<file path="config.mk">
export PLATFORM = sky130hd
export DESIGN_NAME = aql_encoder
export DESIGN_NICKNAME = d
export VERILOG_FILES = /design/src/hdl/aql_timer.v /design/src/hdl/aql_flasher.v /design/src/hdl/aql_encoder.v
export VERILOG_INCLUDE_DIRS = /design/src /design/src/hdl
export SDC_FILE = /design/constraint.sdc
export NUM_CORES = 1
export LEC_CHECK = 0
export BUFFER_PORTS_ARGS = -buffer_cell sky130_fd_sc_hd__buf_2
export CAP_MARGIN = 10
export CORE_MARGIN = 5
export CORE_UTILIZATION = 43
export DETAILED_ROUTE_END_ITERATION = 10
export PLACE_DENSITY_LB_ADDON = 0.25
export RECOVER_POWER = 50
export SETUP_SLACK_MARGIN = 0.02
export SYNTH_ARGS = -nofsm -noshare
export SYNTH_HDL_FRONTEND = slang
export SYNTH_SLANG_ARGS = --single-unit
</file>
<file path="constraint.sdc">
create_clock -name ref_clk_in -period 2.55 [get_ports ref_clk_in]
set_input_delay 0.1275 -clock ref_clk_in [delete_from_list [all_inputs] [get_ports ref_clk_in]]
set_output_delay 0.1275 -clock ref_clk_in [all_outputs]
set_load 0.01 [all_outputs]
</file>
<file path="src/hdl/aql_defs.vh">
`ifndef AQL_DEFS_VH
`define AQL_DEFS_VH

// Register word offsets
`define AQL_OFS_CTRL      4'h0
`define AQL_OFS_STATUS    4'h1
`define AQL_OFS_IRQ_STAT  4'h2
`define AQL_OFS_IRQ_MASK  4'h3

// Control register fields
`define AQL_CTRL_EDM_CFG  0
`define AQL_CTRL_CODING   1
`define AQL_CTRL_LINKED   2
`define AQL_CTRL_FORCE    3
`define AQL_CTRL_RESET    32'h0000_0000

// Interrupt status fields
`define AQL_IRQ_SHOW      0
`define AQL_IRQ_BLANK     1
`define AQL_IRQ_SYNCLOST  2
`define AQL_IRQ_FAULT     3
`define AQL_IRQ_W         4

// Quality levels
`define AQL_LVL_NONE      3'h0
`define AQL_LVL_ONE       3'h1
`define AQL_LVL_TWO       3'h2
`define AQL_LVL_THREE     3'h3
`define AQL_LVL_FOUR      3'h4

// Timing: 200 MHz clock, 5 ns period
`define AQL_CLK_NS        5
`define AQL_ALIGN_MS      3000
// Divide first so the products stay inside 32-bit integer range
`define AQL_ALIGN_CYC     (`AQL_ALIGN_MS * (1000000 / `AQL_CLK_NS))
`define AQL_BLANK_MS      5000
`define AQL_BLANK_CYC     (`AQL_BLANK_MS * (1000000 / `AQL_CLK_NS))
`define AQL_FLASH_MS      250
`define AQL_FLASH_CYC     (`AQL_FLASH_MS * (1000000 / `AQL_CLK_NS))

// Lamp colour codes
`define AQL_LAMP_OFF      2'h0
`define AQL_LAMP_RED      2'h1
`define AQL_LAMP_GREEN    2'h2
`define AQL_LAMP_YELLOW   2'h3

`endif

</file>
<file path="src/hdl/aql_timer.v">
`timescale 1ns/1ps
`default_nettype none
// Counts while run is high; done stays high from the count until run falls
module aql_timer
#(
  parameter integer COUNT = 16,
  parameter integer W     = 32
)
(
  // Clock and reset
  input  wire         ref_clk_in,
  input  wire         resetn_in,
  // Control
  input  wire         run_in,
  output reg          done_out
);

  reg  [W-1:0] cnt_reg;

  always @(posedge ref_clk_in or negedge resetn_in)
  begin
    if (!resetn_in)
    begin
      cnt_reg  <= {W{1'b0}};
      done_out <= 1'b0;
    end
    else if (!run_in)
    begin
      cnt_reg  <= {W{1'b0}};
      done_out <= 1'b0;
    end
    else if (cnt_reg >= COUNT[W-1:0] - {{(W-1){1'b0}}, 1'b1})
    begin
      done_out <= 1'b1;
    end
    else
    begin
      cnt_reg <= cnt_reg + {{(W-1){1'b0}}, 1'b1};
    end
  end

endmodule // aql_timer
`default_nettype wire

</file>
<file path="src/hdl/aql_flasher.v">
`timescale 1ns/1ps
`default_nettype none
// Free-running square wave for flashing overlays
module aql_flasher
#(
  parameter integer HALF = 16,
  parameter integer W    = 32
)
(
  // Clock and reset
  input  wire         ref_clk_in,
  input  wire         resetn_in,
  // Phase
  output reg          phase_out
);

  reg  [W-1:0] cnt_reg;

  always @(posedge ref_clk_in or negedge resetn_in)
  begin
    if (!resetn_in)
    begin
      cnt_reg   <= {W{1'b0}};
      phase_out <= 1'b0;
    end
    else if (cnt_reg >= HALF[W-1:0] - {{(W-1){1'b0}}, 1'b1})
    begin
      cnt_reg   <= {W{1'b0}};
      phase_out <= ~phase_out;
    end
    else
    begin
      cnt_reg <= cnt_reg + {{(W-1){1'b0}}, 1'b1};
    end
  end

endmodule // aql_flasher
`default_nettype wire

</file>
<file path="src/hdl/aql_encoder.v">
// Operation
// - Show quality again on rising contamination, laser aid on, or alignment over 3 s.
// - Blank the quality display a fixed delay after alignment with a clear field.
// - With no beam synchronized all eight diagnostic LEDs stay off.
// - Level one lights only LED 1 blue among LEDs 1 to 4.
// - Level two lights LEDs 1 and 2 blue, 3 and 4 off.
// - Level three lights LEDs 1 to 3 blue, LED 4 off.
// - Level four lights LEDs 1 to 4 blue.
// - LEDs 5 and 6 are blue while the topmost beam is synchronized.
// - LEDs 7 and 8 are blue while the bottommost beam is synchronized.
// - A monitoring warning with monitoring configured flashes LED 1 only.
// - A reset pushbutton fault flashes LED 4 only.
// - Wide fields may cap the level so LED 4 lights only to flash a reset pushbutton fault.
// - A cabled sender lamp copies the receiver output-state lamp.
// - An unconnected, fault-free running sender shows a yellow lamp.
// - In normal operation LED 3 is white when beam coding 1 or 2 is set, a beam is synchronized and the quality display is blanked.
`timescale 1ns/1ps
`default_nettype none
`include "aql_defs.vh"
module aql_encoder
#(
  parameter integer ALIGN_CYC = `AQL_ALIGN_CYC,
  parameter integer BLANK_CYC = `AQL_BLANK_CYC,
  parameter integer FLASH_CYC = `AQL_FLASH_CYC
)
(
  // Clock and reset
  input  wire         ref_clk_in,
  input  wire         resetn_in,
  // Avalon-MM slave
  input  wire [3:0]   avs_address_in,
  input  wire         avs_read_in,
  input  wire         avs_write_in,
  input  wire [31:0]  avs_writedata_in,
  input  wire [3:0]   avs_byteenable_in,
  output reg  [31:0]  avs_readdata_out,
  output reg          avs_waitrequest_out,
  output reg          irq_out,
  // Beam evaluator
  input  wire         any_sync_in,
  input  wire         top_sync_in,
  input  wire         bottom_sync_in,
  input  wire [2:0]   quality_in,
  input  wire         wide_field_in,
  input  wire         field_clear_in,
  input  wire         aligned_in,
  input  wire         contamination_up_in,
  input  wire         laser_aid_in,
  input  wire         normal_op_in,
  // Fault sources
  input  wire         monitoring_warn_in,
  input  wire         reset_button_fault_in,
  input  wire         sender_fault_in,
  input  wire         sender_running_in,
  input  wire [1:0]   safety_switch_output_lamp_in,
  // Diagnostic LEDs
  output reg  [7:0]   led_blue_out,
  output reg  [7:0]   led_white_out,
  output reg  [1:0]   sender_status_lamp_out
);

  localparam [2:0] ST_SHOW  = 3'b001;
  localparam [2:0] ST_WAIT  = 3'b010;
  localparam [2:0] ST_BLANK = 3'b100;

  // Level to thermometer code; used for display and status readback
  function [3:0] thermo;
    input [2:0] lvl;
    begin
      case (lvl)
        `AQL_LVL_NONE:  thermo = 4'h0;
        `AQL_LVL_ONE:   thermo = 4'h1;
        `AQL_LVL_TWO:   thermo = 4'h3;
        `AQL_LVL_THREE: thermo = 4'h7;
        default:        thermo = 4'hf;
      endcase
    end
  endfunction

  reg  [31:0]            ctrl_reg;
  reg  [`AQL_IRQ_W-1:0]  irq_stat_reg;
  reg  [`AQL_IRQ_W-1:0]  irq_mask_reg;
  reg  [2:0]             state_reg;
  reg  [2:0]             state_next;
  reg                    contam_d_reg;
  reg                    laser_d_reg;
  reg                    sync_d_reg;
  reg                    fault_d_reg;
  reg                    ack_reg;
  reg  [2:0]             level;
  reg  [3:0]             q_leds;
  reg  [7:0]             blue_next;
  reg  [7:0]             white_next;
  reg  [1:0]             lamp_next;
  reg  [31:0]            rdata;
  reg  [`AQL_IRQ_W-1:0]  ev;
  wire                   align_long;
  wire                   blank_done;
  wire                   flash;
  wire                   show_req;
  wire                   fault_now;
  wire                   access;

  assign access    = (avs_read_in | avs_write_in) & ~ack_reg;
  assign fault_now = monitoring_warn_in | reset_button_fault_in;
  assign show_req  = (contamination_up_in & ~contam_d_reg) |
                     (laser_aid_in & ~laser_d_reg) | align_long |
                     ctrl_reg[`AQL_CTRL_FORCE];

  // Alignment in progress too long
  aql_timer
  #(
    .COUNT (ALIGN_CYC),
    .W     (32)
  )
  u_align_timer
  (
    .ref_clk_in (ref_clk_in),
    .resetn_in  (resetn_in),
    .run_in     (any_sync_in & ~aligned_in & (state_reg == ST_BLANK)),
    .done_out   (align_long)
  );

  // Blanking delay after alignment with a clear field
  aql_timer
  #(
    .COUNT (BLANK_CYC),
    .W     (32)
  )
  u_blank_timer
  (
    .ref_clk_in (ref_clk_in),
    .resetn_in  (resetn_in),
    .run_in     (state_reg == ST_WAIT),
    .done_out   (blank_done)
  );

  aql_flasher
  #(
    .HALF (FLASH_CYC),
    .W    (32)
  )
  u_flasher
  (
    .ref_clk_in (ref_clk_in),
    .resetn_in  (resetn_in),
    .phase_out  (flash)
  );

  // Display state
  always @*
  begin
    state_next = state_reg;
    case (state_reg)
      ST_SHOW:
      begin
        if (aligned_in & field_clear_in & ~show_req)
          state_next = ST_WAIT;
      end
      ST_WAIT:
      begin
        if (show_req | ~aligned_in | ~field_clear_in)
          state_next = ST_SHOW;
        else if (blank_done)
          state_next = ST_BLANK;
      end
      ST_BLANK:
      begin
        if (show_req)
          state_next = ST_SHOW;
      end
      default:
        state_next = ST_SHOW;
    endcase
  end

  // LED pattern
  always @*
  begin
    level = quality_in;
    if (level > `AQL_LVL_FOUR)
      level = `AQL_LVL_FOUR;
    if (wide_field_in & (level == `AQL_LVL_FOUR))
      level = `AQL_LVL_THREE;
    if (level == `AQL_LVL_NONE)
      level = `AQL_LVL_ONE;
    q_leds = thermo(level);
    if (ctrl_reg[`AQL_CTRL_EDM_CFG] & monitoring_warn_in)
      q_leds[0] = flash;
    if (reset_button_fault_in)
      q_leds[3] = flash;
    blue_next  = 8'h00;
    white_next = 8'h00;
    if (!any_sync_in)
    begin
      blue_next = 8'h00;
    end
    else
    begin
      if (state_reg != ST_BLANK)
        blue_next[3:0] = q_leds;
      blue_next[5:4] = {2{top_sync_in}};
      blue_next[7:6] = {2{bottom_sync_in}};
    end
    // White coding mark only while quality display is dark
    if (any_sync_in & normal_op_in & (state_reg == ST_BLANK) &
        ctrl_reg[`AQL_CTRL_CODING])
      white_next[2] = 1'b1;
    if (ctrl_reg[`AQL_CTRL_LINKED])
      lamp_next = safety_switch_output_lamp_in;
    else if (sender_running_in & ~sender_fault_in)
      lamp_next = `AQL_LAMP_YELLOW;
    else
      lamp_next = `AQL_LAMP_OFF;
  end

  // Events for interrupt status
  always @*
  begin
    ev = {`AQL_IRQ_W{1'b0}};
    ev[`AQL_IRQ_SHOW]     = (state_reg == ST_BLANK) & (state_next == ST_SHOW);
    ev[`AQL_IRQ_BLANK]    = (state_reg == ST_WAIT) & (state_next == ST_BLANK);
    ev[`AQL_IRQ_SYNCLOST] = sync_d_reg & ~any_sync_in;
    ev[`AQL_IRQ_FAULT]    = fault_now & ~fault_d_reg;
  end

  // Read mux
  always @*
  begin
    rdata = 32'h0000_0000;
    case (avs_address_in)
      `AQL_OFS_CTRL:     rdata = ctrl_reg;
      `AQL_OFS_STATUS:   rdata = {19'h0_0000, state_reg, level,
                                  any_sync_in, top_sync_in, bottom_sync_in,
                                  thermo(level)};
      `AQL_OFS_IRQ_STAT: rdata = {28'h000_0000, irq_stat_reg};
      `AQL_OFS_IRQ_MASK: rdata = {28'h000_0000, irq_mask_reg};
      default:           rdata = 32'h0000_0000;
    endcase
  end

  always @(posedge ref_clk_in or negedge resetn_in)
  begin
    if (!resetn_in)
    begin
      state_reg              <= ST_SHOW;
      ctrl_reg               <= `AQL_CTRL_RESET;
      irq_stat_reg           <= {`AQL_IRQ_W{1'b0}};
      irq_mask_reg           <= {`AQL_IRQ_W{1'b0}};
      contam_d_reg           <= 1'b0;
      laser_d_reg            <= 1'b0;
      sync_d_reg             <= 1'b0;
      fault_d_reg            <= 1'b0;
      ack_reg                <= 1'b0;
      avs_readdata_out       <= 32'h0000_0000;
      avs_waitrequest_out    <= 1'b1;
      irq_out                <= 1'b0;
      led_blue_out           <= 8'h00;
      led_white_out          <= 8'h00;
      sender_status_lamp_out <= `AQL_LAMP_OFF;
    end
    else
    begin
      state_reg              <= state_next;
      contam_d_reg           <= contamination_up_in;
      laser_d_reg            <= laser_aid_in;
      sync_d_reg             <= any_sync_in;
      fault_d_reg            <= fault_now;
      led_blue_out           <= blue_next;
      led_white_out          <= white_next;
      sender_status_lamp_out <= lamp_next;
      irq_out                <= |(irq_stat_reg & irq_mask_reg);
      // One wait cycle, then a one-cycle acknowledge
      ack_reg                <= access;
      avs_waitrequest_out    <= ~access;
      if (access & avs_read_in)
        avs_readdata_out <= rdata;
      // Writes land on the acknowledge edge; set wins over a clear
      if (ack_reg & avs_write_in & (avs_address_in == `AQL_OFS_IRQ_STAT) &
          avs_byteenable_in[0])
        irq_stat_reg <= (irq_stat_reg & ~avs_writedata_in[3:0]) | ev;
      else
        irq_stat_reg <= irq_stat_reg | ev;
      if (ack_reg & avs_write_in & avs_byteenable_in[0])
      begin
        if (avs_address_in == `AQL_OFS_CTRL)
          ctrl_reg <= {28'h000_0000, avs_writedata_in[3:0]};
        if (avs_address_in == `AQL_OFS_IRQ_MASK)
          irq_mask_reg <= avs_writedata_in[3:0];
      end
    end
  end

endmodule // aql_encoder
`default_nettype wire

</file>
# [Yosys cells after proc, flatten, opt, wreduce, memory -nomap -nowiden]
# Cells that the tools add are included.
[word_totals] out_inout_bits=52 wordCells=123 input_bits=62 register_bits=164
[classes] n_lt_le_gt_ge=4 addsub=3 muxes=27 eq_ne=17 bitwise=45 reduce_logical=6
[op_table] operator="32-bit two-way mux" count=5
[op_table] operator="32-bit by 1-bit adder with 32-bit output, second input constant" count=3
[op_table] operator="32-bit by 30-bit greater-or-equal comparator with 1-bit output, second input constant" count=2
[op_table] operator="13-bit one-hot mux with 4 select lines" count=1
[op_table] operator="32-bit by 26-bit greater-or-equal comparator with 1-bit output, second input constant" count=1
[op_table] operator="1-bit bitwise AND" count=22
[op_table] operator="3-bit two-way mux" count=7
[op_table] operator="4-bit one-hot mux with 4 select lines" count=1
[op_table] operator="1-bit NOT" count=11
[op_table] operator="3-bit by 1-bit equality test with 1-bit output, second input constant" count=3
[op_table] operator="3-bit by 2-bit equality test with 1-bit output, second input constant" count=3
[op_table] operator="3-bit equality test, second input constant" count=3
[op_table] operator="3-bit one-hot mux with 3 select lines" count=1
[op_table] operator="4-bit bitwise AND" count=2
[op_table] operator="4-bit by 2-bit equality test with 1-bit output, second input constant" count=2
[op_table] operator="4-bit two-way mux" count=2
[op_table] operator="8-bit two-way mux" count=1
[op_table] operator="2-bit inequality test, second input constant" count=4
[op_table] operator="4-bit OR" count=2
[op_table] operator="1-bit two-way mux" count=7
[op_table] operator="1-bit OR" count=7
[op_table] operator="3-bit zero test" count=2
[op_table] operator="4-bit by 1-bit equality test with 1-bit output, second input constant" count=1
[op_table] operator="4-bit zero test" count=1
[op_table] operator="other kinds (6)" count=8

# [Depth between registers and ports, before layout]
[depth] word_depth=13 depth_mapped=9 ltp_nobuf=7

# [Hierarchy]
# From an unflattened synthesis, not the netlist that was laid out.
[hier_totals] hier_cells=769 area_unflattened_um2=7447.1
[by_module_without_submodules] mod="aql_encoder" area_per_inst_um2=2117.0 instances=1 cells_each=200 seq_area_each_um2=1103.6
[by_module_without_submodules] mod="aql_timer (u_blank_timer)" area_per_inst_um2=1891.8 instances=1 cells_each=210 seq_area_each_um2=825.8
[by_module_without_submodules] mod="aql_timer (u_align_timer)" area_per_inst_um2=1875.5 instances=1 cells_each=207 seq_area_each_um2=825.8
[by_module_without_submodules] mod="aql_flasher" area_per_inst_um2=1562.7 instances=1 cells_each=152 seq_area_each_um2=825.8

# [Worst setup path after synthesis]
# No wires, ideal clock.
[synth_timing] path_type="register -> register" start="register u_align_timer.cnt_reg[0]" end="register u_align_timer.cnt_reg[27]" path_slack_ps=103 t_arrival_ps=2369 setup_ps=78 required_ps=2472 path_stages_with_launch=10 n_path_buf=2 period_less_slack_ps=2447 path_cell_list="dfrtp_1 -> ha_1 -> and4_1 -> buf_6 -> and3_4 -> o211a_4 -> or4_1 -> buf_2 -> or3_1 -> a21oi_1"
[synth_via] elab_chain_len=3 elab_cells_between_ends=5 classes_between="add/sub: 1; order compare: 1; eq/ne: 1; mux: 2"
[synth_rtl] item="start: declaration" line="aql_timer.v:18" text="reg [W-1:0] cnt_reg;"
[synth_rtl] item="start signal: assignment" line="aql_timer.v:24" text="cnt_reg <= {W{1'b0}};"
[synth_rtl] item="start signal: assignment" line="aql_timer.v:29" text="cnt_reg <= {W{1'b0}};"
[synth_rtl] item="start signal: assignment" line="aql_timer.v:38" text="cnt_reg <= cnt_reg + {{(W-1){1'b0}}, 1'b1};"
[synth_rtl] item="32-bit by 1-bit adder with 32-bit output" line="aql_timer.v:38"
[synth_rtl] item="32-bit two-way mux" line="aql_timer.v:32" text="else if (cnt_reg >= COUNT[W-1:0] - {{(W-1){1'b0}}, 1'b1})"
[synth_rtl] item="32-bit two-way mux" line="aql_timer.v:27" text="else if (!run_in)"
# Parallel ways exist; a longest one is shown, timed or not. The select of a mux whose other input is x is not followed.
# A chain may end at the register's enable or synchronous reset.

# [Worst setup path after layout]
[layout_timing] start="register u_align_timer.cnt_reg[0]" end="register u_align_timer.cnt_reg[22]"
# The elaborated chain is that of the path after synthesis.

==> summary by stage <==
Global routing
The via count of the first global-routing pass is 5374. For this run, the total global-route usage over all layers was measured as 0.167. After global routing the overflow that remains totals 0. Entering global routing, the biggest net connects 76 pins. The initial antenna violation count is 0.

The first global-routing pass estimated roughly 25000 microns of wire.

Timing
The total of endpoints with negative setup slack in the final report is 0. Subtracting the final worst setup slack from the clock period gives ~2.4 ns. The least setup slack across all paths after layout is 0.164 ns. The final count of hold timing violations was 0. In this run the tightest slew margin relative to its limit is -0.222. The setup skew after layout is between 0.009 and 0.01 ns. For the final routed database, the setup TNS stands at 0 ns. The number of max-slew violations in the final report is 76. At the pin with the least slew margin, the transition time is around 1.8 ns. Setup repair after global routing left no endpoint under its margin. Dividing the final minimum period by the clock period gives 0.936. Static timing analysis puts the maximum clock frequency at 419 MHz.

Logic synthesis
The synthesized netlist contains 51 unique library cells. The part of the Yosys area used for sequential elements is 0.516. In the post-synthesis netlist, the biggest area contributors are sky130_fd_sc_hd__dfrtp_1, sky130_fd_sc_hd__nor2_1, sky130_fd_sc_hd__xor2_1.

The number of enable flip-flop cells after synthesis is 0. The share of flip-flops with an asynchronous set or reset after synthesis is 1.00. Summing every instance area after synthesis gives slightly below 7000 sq um.

After synthesis the netlist holds a flip-flop and latch count of 143. In the synthesized netlist, the cells that appear most often are sky130_fd_sc_hd__dfrtp_1, sky130_fd_sc_hd__nor2_1, sky130_fd_sc_hd__nand2_1, sky130_fd_sc_hd__nand3_1, sky130_fd_sc_hd__xor2_1. The cell taking the most area after synthesis is sky130_fd_sc_hd__dfrtp_1. The leading cell type by number of instances after synthesis is sky130_fd_sc_hd__dfrtp_1. The instance count of the mapped netlist is between 700 and 800.

A synthesized cell averages 9.67 sq um. During synthesis, Yosys emitted a total of 0 warnings. The share of synthesized area in the top cell type comes to 0.508. The most used flip-flop cell after synthesis is sky130_fd_sc_hd__dfrtp_1.

Critical path
The arrival time of data at the critical path endpoint is ~2.7 ns. The launch instance of the worst register-to-register path is u_align_timer.cnt_reg[0]$_DFFE_PN0P_. In this run the worst path has a maximum fanout of 10. The count of cells along the worst register-to-register path is 7.

The most critical setup path has its endpoint at u_align_timer.cnt_reg[22]$_DFFE_PN0P_. Together, buffers and inverters on the worst path number 0. The critical path depth in cells is 7.

The highest cell delay on the worst timing path is 0.51 ns. The slowest library cell on the worst path is sky130_fd_sc_hd__or4_1. STA classifies the critical path endpoint as a register.

The worst setup path category is reg2reg. On the critical path the largest part of the delay comes from simple AND/OR/NAND/NOR gates. For flop-to-flop paths, the worst setup slack is 0.16 ns. For the worst setup path, the data required time is around 2.9 ns. The critical path goes through ha_1 > and4_1 > and3_4 > o211a_4 > or4_1 > or3_1 > a21oi_1. The destination of the worst register-to-register timing path is u_align_timer.cnt_reg[22]$_DFFE_PN0P_. The critical path starts at u_align_timer.cnt_reg[0]$_DFFE_PN0P_.

STA classifies the critical path startpoint as a register.

Clock tree
The clock slew seen by the registers of the worst setup and hold paths is around 0.06 ns. The clock tree from TritonCTS is yes. The root buffer cell is sky130_fd_sc_hd__clkbuf_16. The H-tree was split into 4 levels. Clock tree synthesis found a total of 143 sinks. Clock latency on the worst-skew pair, taken at its later pin, is ~0.42 ns.

The maximum buffer depth of the clock tree is 2. The number of clock buffers added by TritonCTS is 17.

Route
In the final routed layout, each cell accounts on average for roughly 14 microns. For this block, the routed nets add up to approximately 15000 microns of wire. The via density per instance is 5.13.

The number of antenna-violating nets in the routed design is 0. The detailed router finished its first iteration with between 300 and 400 violations. The total via count in the routed design is ~5300.

The remaining routing DRC violations is 0. The first TritonRoute pass finished after 4 iterations.

Die
The die covers roughly 19000 sq um. The width of the die is about 140 microns. For this configuration, the core starts out at a cell density of 0.437. The y dimension of the die is 137 microns. In this run the count of I/O pins placed on the die edge is 114. The number of placement rows is 46. The area of the placeable core is 15900 sq um.

Outcome
The run finished, with violations left. The final reports fail on capacitance limit, slew limit.

Placed design
Prior to clock tree synthesis, the placed netlist has a worst setup slack of slightly below 0.09 ns. At the end of routability-driven placement, the weighted congestion stood at approximately 0.85. The HPWL after detailed placement is 10500 microns. The post-place instance area is 7490 sq um. The total of buffers placed on input and output ports is between 50 and 60. The cell count after placement is about 1000.

Layout
Summing all non-filler instances in the final layout gives an area of 8120 sq um. 0 antenna diodes ended up in the layout. The ratio of cells with drive above 1 in the final layout is 0.121. The post-route core utilization is 0.511. The number of inserted filler cells in the final layout is about 1500. The area added between synthesis and finish is 17.0%. The net count of the finished layout is 877. The number of non-filler instances in the completed layout is about 1000.

Pwr
The largest vdd supply drop is between 0.4 and 0.5 mV. The total power divided by cell area is between 500 and 600 nW/um^2. In this run the static leakage power is approximately 3.5 nW.

Run
The count of max-cap constraint violations is 1.

Hold path
The origin of the worst min-delay path is quality_in[1]. The class of the tightest hold or removal check is in2reg.
## power breakdown
| part | leakage (nW) | total [mW] | switching (mW) | internal (mW) |
|---|---|---|---|---|
| logic | 1.28 | 0.269 | 0.167 | 0.102 |
| registers | 1.93 | 2.37 | 0.0382 | 2.33 |
| clock network | 0.247 | 2.19 | 0.901 | 1.29 |
## worst min path at each step
stage	to	slack, ns	cells after the start
floorplan	ack_reg$_DFF_PN0_	-0.17	0
global placement	avs_readdata_out[9]$_DFFE_PN0P_	0.19	1
detailed placement	avs_readdata_out[9]$_DFFE_PN0P_	0.20	1
CTS	sender_status_lamp_out[0]$_DFF_PN0_	0.004	3
global route	sender_status_lamp_out[0]$_DFF_PN0_	0.01	3
finish	led_blue_out[1]$_DFF_PN0_	0.02	3
## cell families after synthesis
kind of cell	Yosys count	share of synthesized area
simple gates	343	0.241
flops	143	0.516
compound gates	81	0.0760
buf+inv	67	0.0526
xor+xnor	64	0.0807
mux	16	0.0285
fa+ha+maj	3	0.00541
other cells	1	0.000540
## worst reg2reg max path: cells and delay by family, from the launching register on
family / cells / cell delay, ns
fa+ha+maj: 1 / 0.23
simple gates: 4 / 1.23
flops: 1 / 0.42
compound gates: 2 / 0.42
## routing by layer
layer | vias to the layer above | global-route usage | routed length (microns)
met4 | 0 | 0.0604 | 258
met5 | - | 0 | 0
met3 | 23 | 0.0415 | 627
li1 | 2623 | - | -
met2 | 92 | 0.283 | 7250
met1 | 2606 | 0.206 | 6630
## cell usage in the layout, fill, tap and decap left out, drive strengths merged, types with 18 or more instances in the layout
cell,netlist,routed
nand2,66,66
and3,18,18
inv,19,19
conb,1,32
clkbuf,18,54
o21ai,23,23
xnor2,21,21
buf,30,47
nor2,102,102
nor3,26,26
a21oi,19,19
nand3,52,52
xor2,43,43
dfrtp,141,141
## final cells by class
| type | instances | area (sq um) | share of cell area |
|---|---|---|---|
| flip-flops and latches | 143 | 3580 | 0.441 |
| multi-input cells | 539 | 3120 | 0.384 |
| repair buffers | 92 | 559 | 0.0689 |
| clock buffers | 25 | 475 | 0.0585 |
| well taps | 216 | 270 | 0.0333 |
| inverters | 19 | 71.3 | 0.00878 |
| clock inverters | 7 | 42.5 | 0.00524 |
## per-stage QoR
| stage | power [mW] | hold slack [ns] |
|---|---|---|
| after global routing | 5.04 | 0.0111 |
| after global placement | 2.67 | 0.190 |
| after floorplan | 2.56 | -0.168 |
| after detailed placement | 2.68 | 0.204 |
| final | 4.83 | 0.0151 |
| after CTS | 4.89 | 0.00389 |
## repair_timing
action,CTS,global route
gates resized for setup,0,1
hold buffers,16,0
buffers inserted,0,0
hold endpoints to repair,94,0
endpoints found under the setup margin,0,4
Note: power is estimated with default switching activity, not from simulation.
